--- config.mk ---
export PLATFORM = sky130hd
export DESIGN_NAME = interrupt_enable_bank
export DESIGN_NICKNAME = d
export VERILOG_FILES = /design/src/verilog/irq_enable_pkg.sv /design/src/verilog/interrupt_enable_bank.sv /design/src/verilog/irq_word_bank.sv
export SDC_FILE = /design/constraint.sdc
export NUM_CORES = 1
export LEC_CHECK = 0
export BUFFER_PORTS_ARGS = -buffer_cell sky130_fd_sc_hd__buf_4
export CAP_MARGIN = 40
export CORE_MARGIN = 2
export CORE_UTILIZATION = 45
export CTS_BUF_LIST = sky130_fd_sc_hd__clkbuf_2
export CTS_CLUSTER_SIZE = 24
export DETAILED_ROUTE_END_ITERATION = 8
export PLACE_DENSITY_LB_ADDON = 0.1
export SYNTH_ARGS = -nofsm -noshare
export SYNTH_HDL_FRONTEND = slang
export SYNTH_SLANG_ARGS = --single-unit
--- constraint.sdc ---
create_clock -name clk_sys -period 96.3 [get_ports clk_sys]
set_input_delay 19.26 -clock clk_sys [delete_from_list [all_inputs] [get_ports clk_sys]]
set_output_delay 19.26 -clock clk_sys [all_outputs]
set_load 0.005 [all_outputs]
--- src/verilog/irq_enable_pkg.sv ---
// Constants, register map and carrier types shared by the interrupt enable bank.
package irq_enable_pkg;

	// ****************************************************************
	// Sizes
	// ****************************************************************
	localparam int NUM_WORDS = 5;
	localparam int WORD_W = 16;
	localparam int PRIO_W = 3;
	localparam int SRC_IDX_W = 7;
	localparam int ADDR_W = 8;
	localparam int DATA_W = 32;
	localparam int BE_W = 4;
	localparam int NUM_SRC = NUM_WORDS * WORD_W;

	// ****************************************************************
	// Implemented bit masks, one per enable and flag word
	// ****************************************************************
	localparam logic [WORD_W-1:0] IMPL_WORD0 = 16'h7FFF;
	localparam logic [WORD_W-1:0] IMPL_WORD1 = 16'hFFFB;
	localparam logic [WORD_W-1:0] IMPL_WORD2 = 16'hDFFF;
	localparam logic [WORD_W-1:0] IMPL_WORD3 = 16'h21FF;
	localparam logic [WORD_W-1:0] IMPL_WORD4 = 16'h00F6;
	localparam logic [NUM_WORDS-1:0][WORD_W-1:0] IMPL_MASK =
		{IMPL_WORD4, IMPL_WORD3, IMPL_WORD2, IMPL_WORD1, IMPL_WORD0};

	// Named positions of the word 0 enables inside the window.
	localparam int COMPARE1_IRQ_EN_BIT = 2;
	localparam int CAPTURE1_IRQ_EN_BIT = 1;
	localparam int EXT_PIN0_IRQ_EN_BIT = 0;

	// ****************************************************************
	// Reset values
	// ****************************************************************
	localparam logic [WORD_W-1:0] ENABLE_RESET = 16'h0000;
	localparam logic [WORD_W-1:0] FLAG_RESET = 16'h0000;
	localparam logic [PRIO_W-1:0] PRIO_OFF = 3'h0;

	// ****************************************************************
	// Register map, byte addresses on the Avalon-MM slave
	// ****************************************************************
	localparam logic [NUM_WORDS-1:0][ADDR_W-1:0] EN_OFFSET =
		{8'h10, 8'h0C, 8'h08, 8'h04, 8'h00};
	localparam logic [NUM_WORDS-1:0][ADDR_W-1:0] FLAG_OFFSET =
		{8'h30, 8'h2C, 8'h28, 8'h24, 8'h20};
	localparam logic [NUM_WORDS-1:0][ADDR_W-1:0] PEND_OFFSET =
		{8'h60, 8'h5C, 8'h58, 8'h54, 8'h50};
	localparam logic [ADDR_W-1:0] STATUS_OFFSET = 8'h40;

	// Status word fields.
	localparam int STAT_SRC_LSB = 0;
	localparam int STAT_LVL_LSB = 8;
	localparam int STAT_ANY_BIT = 12;

	// Avalon-MM response codes.
	localparam logic [1:0] RESP_OKAY = 2'h0;
	localparam logic [1:0] RESP_SLVERR = 2'h2;

	// ****************************************************************
	// Carrier for one word's write strobe and data
	// ****************************************************************
	typedef struct packed {
		logic wrEnable;
		logic wrFlag;
		logic [1:0] laneEn;
		logic [WORD_W-1:0] data;
	} word_wr_s;

endpackage : irq_enable_pkg

--- src/verilog/interrupt_enable_bank.sv ---
// Interrupt enable bank top: Avalon-MM register slave, word banks and priority pick.
//
// Chosen here: the Avalon-MM register port and the address map.
`timescale 1ns/1ps
`default_nettype none
module interrupt_enable_bank (
	// Clock and reset.
	input wire logic clk_sys,
	input wire logic rst_n,
	// Avalon-MM slave.
	input wire logic [irq_enable_pkg::ADDR_W-1:0] address,
	input wire logic read,
	input wire logic write,
	input wire logic [irq_enable_pkg::DATA_W-1:0] writedata,
	input wire logic [irq_enable_pkg::BE_W-1:0] byteenable,
	output logic [irq_enable_pkg::DATA_W-1:0] readdata,
	output logic waitrequest,
	output logic [1:0] response,
	// Source events, one pulse or level per source.
	input wire logic [irq_enable_pkg::NUM_SRC-1:0] srcEvent,
	// Priority fields, three bits per source.
	input wire logic [irq_enable_pkg::NUM_SRC*irq_enable_pkg::PRIO_W-1:0] srcPriority,
	// Requests toward the priority logic.
	output logic [irq_enable_pkg::NUM_SRC-1:0] irqReq,
	output logic [irq_enable_pkg::NUM_SRC-1:0] irqLive,
	// Winning request.
	output logic anyLive,
	output logic [irq_enable_pkg::PRIO_W-1:0] topLevel,
	output logic [irq_enable_pkg::SRC_IDX_W-1:0] topSource
);
	import irq_enable_pkg::*;

	// ****************************************************************
	// Declarations
	// ****************************************************************
	logic waitReq_r;
	logic waitReq_nxt;
	logic [DATA_W-1:0] readData_r;
	logic [DATA_W-1:0] readData_nxt;
	logic [1:0] resp_r;
	logic [1:0] resp_nxt;
	logic busReq;
	logic takeCycle;
	logic doneCycle;
	logic [NUM_WORDS-1:0] enHit;
	logic [NUM_WORDS-1:0] flagHit;
	logic [NUM_WORDS-1:0] pendHit;
	logic statHit;
	logic mapped;
	logic [1:0] laneEn;
	word_wr_s [NUM_WORDS-1:0] wordWr;
	logic [NUM_WORDS-1:0][WORD_W-1:0] enableWords;
	logic [NUM_WORDS-1:0][WORD_W-1:0] flagWords;
	logic [NUM_WORDS-1:0][WORD_W-1:0] reqWords;
	logic [NUM_WORDS-1:0][WORD_W-1:0] liveWords;
	logic [NUM_SRC-1:0] prioOn;
	logic [NUM_SRC-1:0] liveFlat;
	logic [NUM_SRC-1:0] reqFlat;
	logic [PRIO_W-1:0] bestLvl;
	logic [SRC_IDX_W-1:0] bestIdx;
	logic bestAny;
	logic [DATA_W-1:0] statusWord;
	logic anyLive_r;
	logic [PRIO_W-1:0] topLevel_r;
	logic [SRC_IDX_W-1:0] topSource_r;
	logic [NUM_SRC*PRIO_W-1:0] prio_r;

	// ****************************************************************
	// Bus handshake
	// ****************************************************************

	// A request is present whenever the master raises read or write.
	assign busReq = read | write;

	// First cycle of a request: waitrequest is still high, data is prepared.
	assign takeCycle = busReq & waitReq_r;

	// Completion cycle: waitrequest is low, the write lands at this edge.
	assign doneCycle = busReq & ~waitReq_r;

	// Waitrequest drops for exactly one cycle per transfer, then rises again.
	always_comb begin
		waitReq_nxt = 1'b1;
		if (takeCycle) begin
			waitReq_nxt = 1'b0;
		end
	end

	// Waitrequest register, high out of reset.
	always_ff @(posedge clk_sys or negedge rst_n) begin
		if (!rst_n) begin
			waitReq_r <= 1'b1;
		end else begin
			waitReq_r <= waitReq_nxt;
		end
	end

	// ****************************************************************
	// Address decode
	// ****************************************************************

	// One hit line per word in each register group.
	always_comb begin
		enHit = '0;
		flagHit = '0;
		pendHit = '0;
		for (int w = 0; w < NUM_WORDS; w++) begin
			if (address == EN_OFFSET[w]) begin
				enHit[w] = 1'b1;
			end else if (address == FLAG_OFFSET[w]) begin
				flagHit[w] = 1'b1;
			end else if (address == PEND_OFFSET[w]) begin
				pendHit[w] = 1'b1;
			end
		end
	end

	// Status word and the overall mapped test.
	assign statHit = (address == STATUS_OFFSET);
	assign mapped = (|enHit) | (|flagHit) | (|pendHit) | statHit;

	// Only the two low byte lanes carry register bits.
	assign laneEn = byteenable[1:0];

	// ****************************************************************
	// Write strobes toward the word banks
	// ****************************************************************

	// Writes act only in the completion cycle of a write transfer.
	always_comb begin
		for (int w = 0; w < NUM_WORDS; w++) begin
			wordWr[w].wrEnable = doneCycle & write & enHit[w];
			wordWr[w].wrFlag = doneCycle & write & flagHit[w];
			wordWr[w].laneEn = laneEn;
			wordWr[w].data = writedata[WORD_W-1:0];
		end
	end

	// ****************************************************************
	// Word banks
	// ****************************************************************

	// Source groups are cut into words, one bank per enable word.
	generate
		for (genvar g = 0; g < NUM_WORDS; g++) begin : gWord
			irq_word_bank #(
				.IMPL(IMPL_MASK[g])
			) uBank (
				.clk_sys(clk_sys),
				.rst_n(rst_n),
				.wordWr(wordWr[g]),
				.eventIn(srcEvent[g*WORD_W +: WORD_W]),
				.prioOn(prioOn[g*WORD_W +: WORD_W]),
				.enableBits(enableWords[g]),
				.flagBits(flagWords[g]),
				.reqBits(reqWords[g]),
				.liveBits(liveWords[g])
			);
		end
	endgenerate

	// Flatten the word views back into source order.
	assign liveFlat = liveWords;
	assign reqFlat = reqWords;

	// ****************************************************************
	// Priority fields
	// ****************************************************************

	// A zero priority field takes the source out of the running.
	always_comb begin
		prioOn = '0;
		for (int i = 0; i < NUM_SRC; i++) begin
			prioOn[i] = (srcPriority[i*PRIO_W +: PRIO_W] != PRIO_OFF);
		end
	end

	// Priority copy taken at the same edge as the live requests.
	// The pick must see the levels that gated those requests, or a field
	// dropped to zero would leave a live request with no winner for a cycle.
	always_ff @(posedge clk_sys or negedge rst_n) begin
		if (!rst_n) begin
			prio_r <= '0;
		end else begin
			prio_r <= srcPriority;
		end
	end

	// Pick the highest level; among equals the lowest source number wins.
	always_comb begin
		bestLvl = PRIO_OFF;
		bestIdx = '0;
		bestAny = 1'b0;
		for (int i = 0; i < NUM_SRC; i++) begin
			if (liveFlat[i] && (prio_r[i*PRIO_W +: PRIO_W] > bestLvl)) begin
				bestLvl = prio_r[i*PRIO_W +: PRIO_W];
				bestIdx = SRC_IDX_W'(i);
				bestAny = 1'b1;
			end
		end
	end

	// Winner registers, refreshed every clock.
	always_ff @(posedge clk_sys or negedge rst_n) begin
		if (!rst_n) begin
			anyLive_r <= 1'b0;
			topLevel_r <= PRIO_OFF;
			topSource_r <= '0;
		end else begin
			anyLive_r <= bestAny;
			topLevel_r <= bestLvl;
			topSource_r <= bestIdx;
		end
	end

	// ****************************************************************
	// Read path
	// ****************************************************************

	// Status word packs the current winner for software polling.
	always_comb begin
		statusWord = '0;
		statusWord[STAT_SRC_LSB +: SRC_IDX_W] = topSource_r;
		statusWord[STAT_LVL_LSB +: PRIO_W] = topLevel_r;
		statusWord[STAT_ANY_BIT] = anyLive_r;
	end

	// Read data is built in the first cycle; unmapped reads return zero.
	always_comb begin
		readData_nxt = readData_r;
		if (takeCycle) begin
			readData_nxt = '0;
			if (read) begin
				for (int w = 0; w < NUM_WORDS; w++) begin
					if (enHit[w]) begin
						readData_nxt[WORD_W-1:0] = enableWords[w];
					end else if (flagHit[w]) begin
						readData_nxt[WORD_W-1:0] = flagWords[w];
					end else if (pendHit[w]) begin
						readData_nxt[WORD_W-1:0] = reqWords[w];
					end
				end
				if (statHit) begin
					readData_nxt = statusWord;
				end
			end
		end
	end

	// Read data register, held until the next transfer begins.
	always_ff @(posedge clk_sys or negedge rst_n) begin
		if (!rst_n) begin
			readData_r <= '0;
		end else begin
			readData_r <= readData_nxt;
		end
	end

	// Response marks unmapped addresses and writes to read-only words.
	always_comb begin
		resp_nxt = resp_r;
		if (takeCycle) begin
			resp_nxt = RESP_OKAY;
			if (!mapped) begin
				resp_nxt = RESP_SLVERR;
			end else if (write && ((|pendHit) || statHit)) begin
				resp_nxt = RESP_SLVERR;
			end
		end
	end

	// Response register.
	always_ff @(posedge clk_sys or negedge rst_n) begin
		if (!rst_n) begin
			resp_r <= RESP_OKAY;
		end else begin
			resp_r <= resp_nxt;
		end
	end

	// ****************************************************************
	// Outputs
	// ****************************************************************

	// Every output leaves from a flip-flop here or in a word bank.
	assign readdata = readData_r;
	assign waitrequest = waitReq_r;
	assign response = resp_r;
	assign irqReq = reqFlat;
	assign irqLive = liveFlat;
	assign anyLive = anyLive_r;
	assign topLevel = topLevel_r;
	assign topSource = topSource_r;

endmodule : interrupt_enable_bank
`default_nettype wire

--- src/verilog/irq_word_bank.sv ---
// One sixteen-bit word of enable bits and flag bits with its gated requests.
`timescale 1ns/1ps
`default_nettype none
module irq_word_bank #(
	parameter logic [15:0] IMPL = 16'hFFFF
) (
	// Clock and reset.
	input wire logic clk_sys,
	input wire logic rst_n,
	// Register write port.
	input wire irq_enable_pkg::word_wr_s wordWr,
	// Source side.
	input wire logic [irq_enable_pkg::WORD_W-1:0] eventIn,
	input wire logic [irq_enable_pkg::WORD_W-1:0] prioOn,
	// Word state.
	output logic [irq_enable_pkg::WORD_W-1:0] enableBits,
	output logic [irq_enable_pkg::WORD_W-1:0] flagBits,
	output logic [irq_enable_pkg::WORD_W-1:0] reqBits,
	output logic [irq_enable_pkg::WORD_W-1:0] liveBits
);
	import irq_enable_pkg::*;

	logic [WORD_W-1:0] laneMask;
	logic [WORD_W-1:0] enable_r;
	logic [WORD_W-1:0] enable_nxt;
	logic [WORD_W-1:0] flag_r;
	logic [WORD_W-1:0] flag_nxt;
	logic [WORD_W-1:0] req_r;
	logic [WORD_W-1:0] live_r;

	// Byte lanes select which halves of the word a write touches.
	assign laneMask = {{8{wordWr.laneEn[1]}}, {8{wordWr.laneEn[0]}}};

	// Enable write merges written lanes; unimplemented bits stay zero.
	always_comb begin
		enable_nxt = enable_r;
		if (wordWr.wrEnable) begin
			enable_nxt = (enable_r & ~laneMask) | (wordWr.data & laneMask);
		end
		enable_nxt = enable_nxt & IMPL;
	end

	// Flags take software writes, but a source event wins over a clear.
	always_comb begin
		flag_nxt = flag_r;
		if (wordWr.wrFlag) begin
			flag_nxt = (flag_r & ~laneMask) | (wordWr.data & laneMask);
		end
		flag_nxt = (flag_nxt | eventIn) & IMPL;
	end

	// Enable register, cleared by reset so all sources start disabled.
	always_ff @(posedge clk_sys or negedge rst_n) begin
		if (!rst_n) begin
			enable_r <= ENABLE_RESET;
		end else begin
			enable_r <= enable_nxt;
		end
	end

	// Flag register, set regardless of the enable.
	always_ff @(posedge clk_sys or negedge rst_n) begin
		if (!rst_n) begin
			flag_r <= FLAG_RESET;
		end else begin
			flag_r <= flag_nxt;
		end
	end

	// Gated requests, refreshed on every clock.
	always_ff @(posedge clk_sys or negedge rst_n) begin
		if (!rst_n) begin
			req_r <= FLAG_RESET;
			live_r <= FLAG_RESET;
		end else begin
			req_r <= flag_r & enable_r;
			live_r <= flag_r & enable_r & prioOn;
		end
	end

	assign enableBits = enable_r;
	assign flagBits = flag_r;
	assign reqBits = req_r;
	assign liveBits = live_r;

endmodule : irq_word_bank
`default_nettype wire

; ---- Word-level counts from Yosys, hierarchy flattened
; Index checks and enable logic that the tools add are counted.
[totals]
reg_bits = 557
input_bits = 368
elab_cells = 637
[op_classes]
bitwise_logic = 55
n_eq_ne = 15
reduce_logical = 166
order_cmp = 80
mux = 294
[op_table]
columns = operator, n
row1 = $mux W7, 78
row2 = $mux W16, 18
row3 = $mux W3, 80
row4 = $reduce_bool A3 Y1, 80
row5 = $gt A3 B3 Y1, 79
row6 = $and A16 B16 Y16, 9
row7 = $mux W1, 112
row8 = $or A16 B16 Y16, 6
row9 = $logic_and A1 B1 Y1, 81
row10 = $eq A8 B7 Y1 const B, 6
row11 = $and A15 B15 Y15, 3
row12 = $or A15 B15 Y15, 3
row13 = $and A14 B14 Y14, 3
row14 = $or A14 B14 Y14, 3
row15 = $eq A8 B6 Y1 const B, 5
row16 = $mux W15, 2
row17 = $and A8 B8 Y8, 3
row18 = $or A8 B8 Y8, 3
row19 = $and A14 B16 Y16, 1
row20 = $and A15 B16 Y16, 1
row21 = $and A8 B16 Y16, 1
row22 = $eq A8 B4 Y1 const B, 2
row23 = $not A16 Y16, 1
row24 = $reduce_or A5 Y1, 3
row25 = 11 further kinds, 27

; ---- Longest topological paths before layout
[depth]
word_depth = 240
depth_mapped = 449
ltp_nobuf = 447

; ---- By module
; A second synthesis with hierarchy kept.
[unflattened]
cells_unflattened = 3318
hier_area_um2 = 30613.1
[modules_own_cells]
columns = mod, cells_per_inst, instances, area_per_inst_um2
row1 = interrupt_enable_bank, 2662, 1, 21274.2
row2 = irq_word_bank (gWord[0].uBank ...), 146, 2, 2175.8
row3 = irq_word_bank (gWord[1].uBank), 146, 1, 2152.1
row4 = irq_word_bank (gWord[3].uBank), 121, 1, 1650.3
row5 = irq_word_bank (gWord[4].uBank), 97, 1, 1184.9

; ---- Worst setup path after synthesis
; No wires, ideal clock.
[synth_timing]
kind = register to register
start = reg gWord[0].uBank.live_r[0]
end = reg anyLive_r, in the netlist anyLive
stages_incl_launch_ff = 429
setup_time_ps = 144
path_buffers = 2
arrival_ps = 73277
path_slack_ps = 22879
path_cell_list = dfrtp_1 > nand2_1 > ha_1 > nor2b_2 > or3_1 > buf_4 > nand2_4 > nand2_1 > o21ai_0 > ha_1 > o21bai_1 > a22oi_1 > o21ai_0 > a22oi_1 > nor2_1 > mux2_2 > ha_1 > nor2_1 > (+393 left out) > o221ai_1 > a211oi_2 > nor3_1 > nor2_1 > ha_1 > a21oi_1 > maj3_1 > and2_1 > clkbuf_1 > o21a_1 > ha_1 > nor2b_1 > o21ai_0 > nand2b_1 > nand3_1 > nand2b_1 > nor4_4 > nand4_1
[synth_between]
elab_chain_len = 239
elab_cells_between_ends = 318
[synth_lines]
columns = item, line
row1 = from (decl), irq_word_bank.sv:29  ; logic [WORD_W-1:0] live_r;
row2 = from (signal assigned), irq_word_bank.sv:77  ; live_r <= flag_r & enable_r & prioOn;
row3 = $logic_and A1 B1 Y1 (*), interrupt_enable_bank.sv:195  ; if (liveFlat[i] && (prio_r[i*PRIO_W +: PRIO_W] > bestLvl)) begin
row4 = $mux W3, interrupt_enable_bank.sv:195
row5 = $gt A3 B3 Y1, interrupt_enable_bank.sv:195
row6 = $logic_and A1 B1 Y1, interrupt_enable_bank.sv:195
row7 = $mux W3, interrupt_enable_bank.sv:195
row8 = $gt A3 B3 Y1, interrupt_enable_bank.sv:195
row9 = $logic_and A1 B1 Y1, interrupt_enable_bank.sv:195
row10 = $mux W3, interrupt_enable_bank.sv:195
row11 = (+224 left out), --
row12 = $mux W3, interrupt_enable_bank.sv:195
row13 = $gt A3 B3 Y1, interrupt_enable_bank.sv:195
row14 = $logic_and A1 B1 Y1, interrupt_enable_bank.sv:195
row15 = $mux W3, interrupt_enable_bank.sv:195
row16 = $gt A3 B3 Y1, interrupt_enable_bank.sv:195
row17 = $logic_and A1 B1 Y1, interrupt_enable_bank.sv:195
row18 = $mux W1 (*), interrupt_enable_bank.sv:195
row19 = net bestAny, interrupt_enable_bank.sv:61  ; logic bestAny;
row20 = to (signal assigned), interrupt_enable_bank.sv:210  ; anyLive_r <= bestAny;
row21 = to (decl), interrupt_enable_bank.sv:63  ; logic anyLive_r;
; The timed path passes the listed nets; every way through them passes the cells marked *.
; A chain may end at the register's enable or synchronous reset.

; ---- Final worst setup path
; Ends and elaborated chain as after synthesis.

==> results.cfg <==
[worst_setup_path]
crit_slowest_cell = o311ai_0
crit_path_max_fanout = 9
endpoint_kind = register
max_stage_delay_ps = 750
timing.rr.start = gWord[0].uBank.liveBits[0]
crit_type = register to register
crit_required_ps = 97370
worst-r2r-cell-count = 421
crit_family = compound AO/OA/AOI/OAI gates
cpMostUsedCell = nor2_1
critPathBufInv = 11
worstPathArrival_ps = 88700
reg2reg_slack_ps = 8670
r2r_end = anyLive
crit_path_start_kind = register

[timing]
hold_violations = 0
clock_skew_ps = 116
rsz0062_at_grt = no
slew_violations = 0
tightest_slew_ps = 929
finalSetupViolations = 0
min_period_ps = 87630
fin_tns_setup_ps = 0
fin_crit_sh_pct = 91.0
fmax_ghz = 0.0114
relSlewSlack_pct = 37.6

[routing]
dr.pass1.iters = 6
drt_iter0_drc = 2050
ant_nets = 0
totalWireLength_um = 94000
viasPerCell = 5.86
wl_per_cell_um = 22.9
detail_route.drc_violations = 0
vias = 24000

[synthesis]
synth_edf_count = 0
ys_ff_latch = 456
synth_area_um2 = 25500
yosysWarningCount = 0
yosysUniqueCellTypes = 113
ys.flop_type = dfrtp_1
synth_top_area_cell = dfrtp_1
ys_seq_area_share_pct = 44.7
synthArstFlopShare_pct = 100
yosysMostFrequentCell = dfrtp_1
avgSynthCellArea_um2 = 9.42
synth_common_cells = dfrtp_1 (455), nand2_1 (376), nor2_1 (225)
syn_inst = 2711
yosys-top-cells-area = dfrtp_1 (45%), nand2_1 (5.5%), nor2_1 (3.3%)
synth.top_cell.area_share_pct = 44.6

[floorplan]
dieArea_um2 = 58700
chipWidth_um = 242
core_area_um2 = 56300
die_h_um = 242
initial_core_util_pct = 45.4
ios = 574
fp-row-count = 87

[place]
dp.cells = 3872
place_congestion = 0.950
hpwl_um = 75300
portBuffers = 424

[power_and_ir_drop]
p_seq_share_pct = 46.5
peakVddDrop_uv = 10.5
intPower_uw = 298
power_leakage_uw = 0.0149
netSwitchingPower_uw = 145
p_clk_share_pct = 33.0
power_frac_comb_pct = 20.6
switching_share_pct = 32.7
power_density_nw_per_um2 = 14.4

[clock_network]
cts_tree = done
cts_max_path_buffers = 3
post_cts_buffers = 0
cts_buffers = 117
cts-root-buf = clkbuf_2
cts.sinks = 456
htreeDepth = 3
cts_resized = 0
clkTransAtPathRegs_ps = 100
clkLatencyLatePin_ps = 1270
cts_hold_buf = 0

[global_routing]
antenna_found_initial = 12
grt_max_degree = 85
overflow = 0
grt_pass1_wl_um = 141000
grt.total_usage_pct = 31.5
grt_pass1_vias = 23600

[final_layout]
area_growth_syn_to_layout_pct = 20.6
fill_cells = 5268
fin_cells = 4099
multi_input_area_um2 = 13300
finalNetCount = 3669
seqCellArea_um2 = 11400
drive_above_1_share_pct = 23.8

[worst_hold_path]
hold_class = register to register
worstHoldStart = readdata[11]
min_to = readdata[11]
hold_depth = 2

[outcome]
outcome = completed

[job]
maxCapViolations = 0
==> per-stage QoR <==
step                      area [µm²]  setup WS, ps  util, %  hold WS, ps  power (µW)
after floorplan                25800         22880        -          472         261
after global placement         29400         10540     52.3          463         297
after detailed placement       29600          9780     52.6          474         300
after CTS                      30800          9400     54.7          494         447
after global routing           30800           468     54.7          526         469
final                          30800          8670     54.7          497         443
==> tightest hold or removal path, delay by kind of cell (launching register included) <==
| family | cells | cell delay, ps |
|---|---|---|
| DFF | 1 | 360 |
| AOI/OAI and AO/OA | 1 | 60 |
| and+or+nand+nor | 1 | 50 |
==> how the worst max path moves through the flow <==
| stage | end | cells after the start | startpoint |
|---|---|---|---|
| 2_1_floorplan | anyLive | 428 | gWord[0].uBank.liveBits[0] |
| 3_3_place_gp | anyLive | 421 | gWord[0].uBank.liveBits[0] |
| 3_5_place_dp | anyLive | 423 | gWord[0].uBank.liveBits[0] |
| 4_1_cts | anyLive | 423 | gWord[0].uBank.liveBits[0] |
| 5_1_grt | anyLive | 424 | gWord[0].uBank.liveBits[0] |
| 6_report | anyLive | 421 | gWord[0].uBank.liveBits[0] |
==> kinds of logic after synthesis <==
family                     after synthesis  synth area share (%)
and+or+nand+nor                       1055                  20.0
AOI/OAI and AO/OA                      809                  23.6
DFF                                    456                  44.7
buffers and inverters                  220                  4.09
muxes                                   90                  3.89
adders and majority gates               79                  3.73
other                                    1                0.0147
xor gates and xnor gates                 1                0.0343
==> area by class of cell <==
class,count,area share (%)
well taps,756,3.07
clock inverters,40,0.987
clock buffers,174,2.83
repair buffers,457,11.4
multi-input cells,2089,43.2
inverters,115,1.40
diodes,12,0.0975
flip-flops and latches,456,37.0
==> power groups by stage <==
| stage | sequential [µW] | combinational [µW] | clock [µW] |
|---|---|---|---|
| 6_report | 206 | 91.2 | 146 |
| 2_1_floorplan | 206 | 55.1 | 0 |
| 3_3_place_gp | 209 | 87.9 | 0 |
| 3_5_place_dp | 209 | 90.5 | 0 |
| 5_1_grt | 207 | 102 | 160 |
| 4_1_cts | 206 | 91.0 | 151 |
==> layer usage <==
layer | wire (µm) | part of all wire, % | track usage (%)
met5 | 59 | 0.063 | 0
met3 | 7210 | 7.7 | 8.12
met2 | 43400 | 46 | 50.0
met4 | 3470 | 3.7 | 11.7
met1 | 39900 | 42 | 41.6
==> cell usage in the layout (no fill, tap or decap), types with 47 or more instances in the layout <==
master / synthesis / layout
a22oi_1: 47 / 47
nand2_1: 376 / 376
clkbuf_2: 0 / 174
ha_1: 65 / 65
o21ai_0: 128 / 128
o31a_1: 70 / 70
nor3_1: 57 / 57
buf_4: 57 / 445
conb_1: 1 / 55
mux2_2: 74 / 74
nor2_1: 225 / 225
nand3_1: 76 / 76
inv_1: 115 / 115
dfrtp_1: 455 / 455
a21oi_1: 112 / 112
nand3b_1: 62 / 62
and2_1: 94 / 94
(Power assumes the default switching activity.)
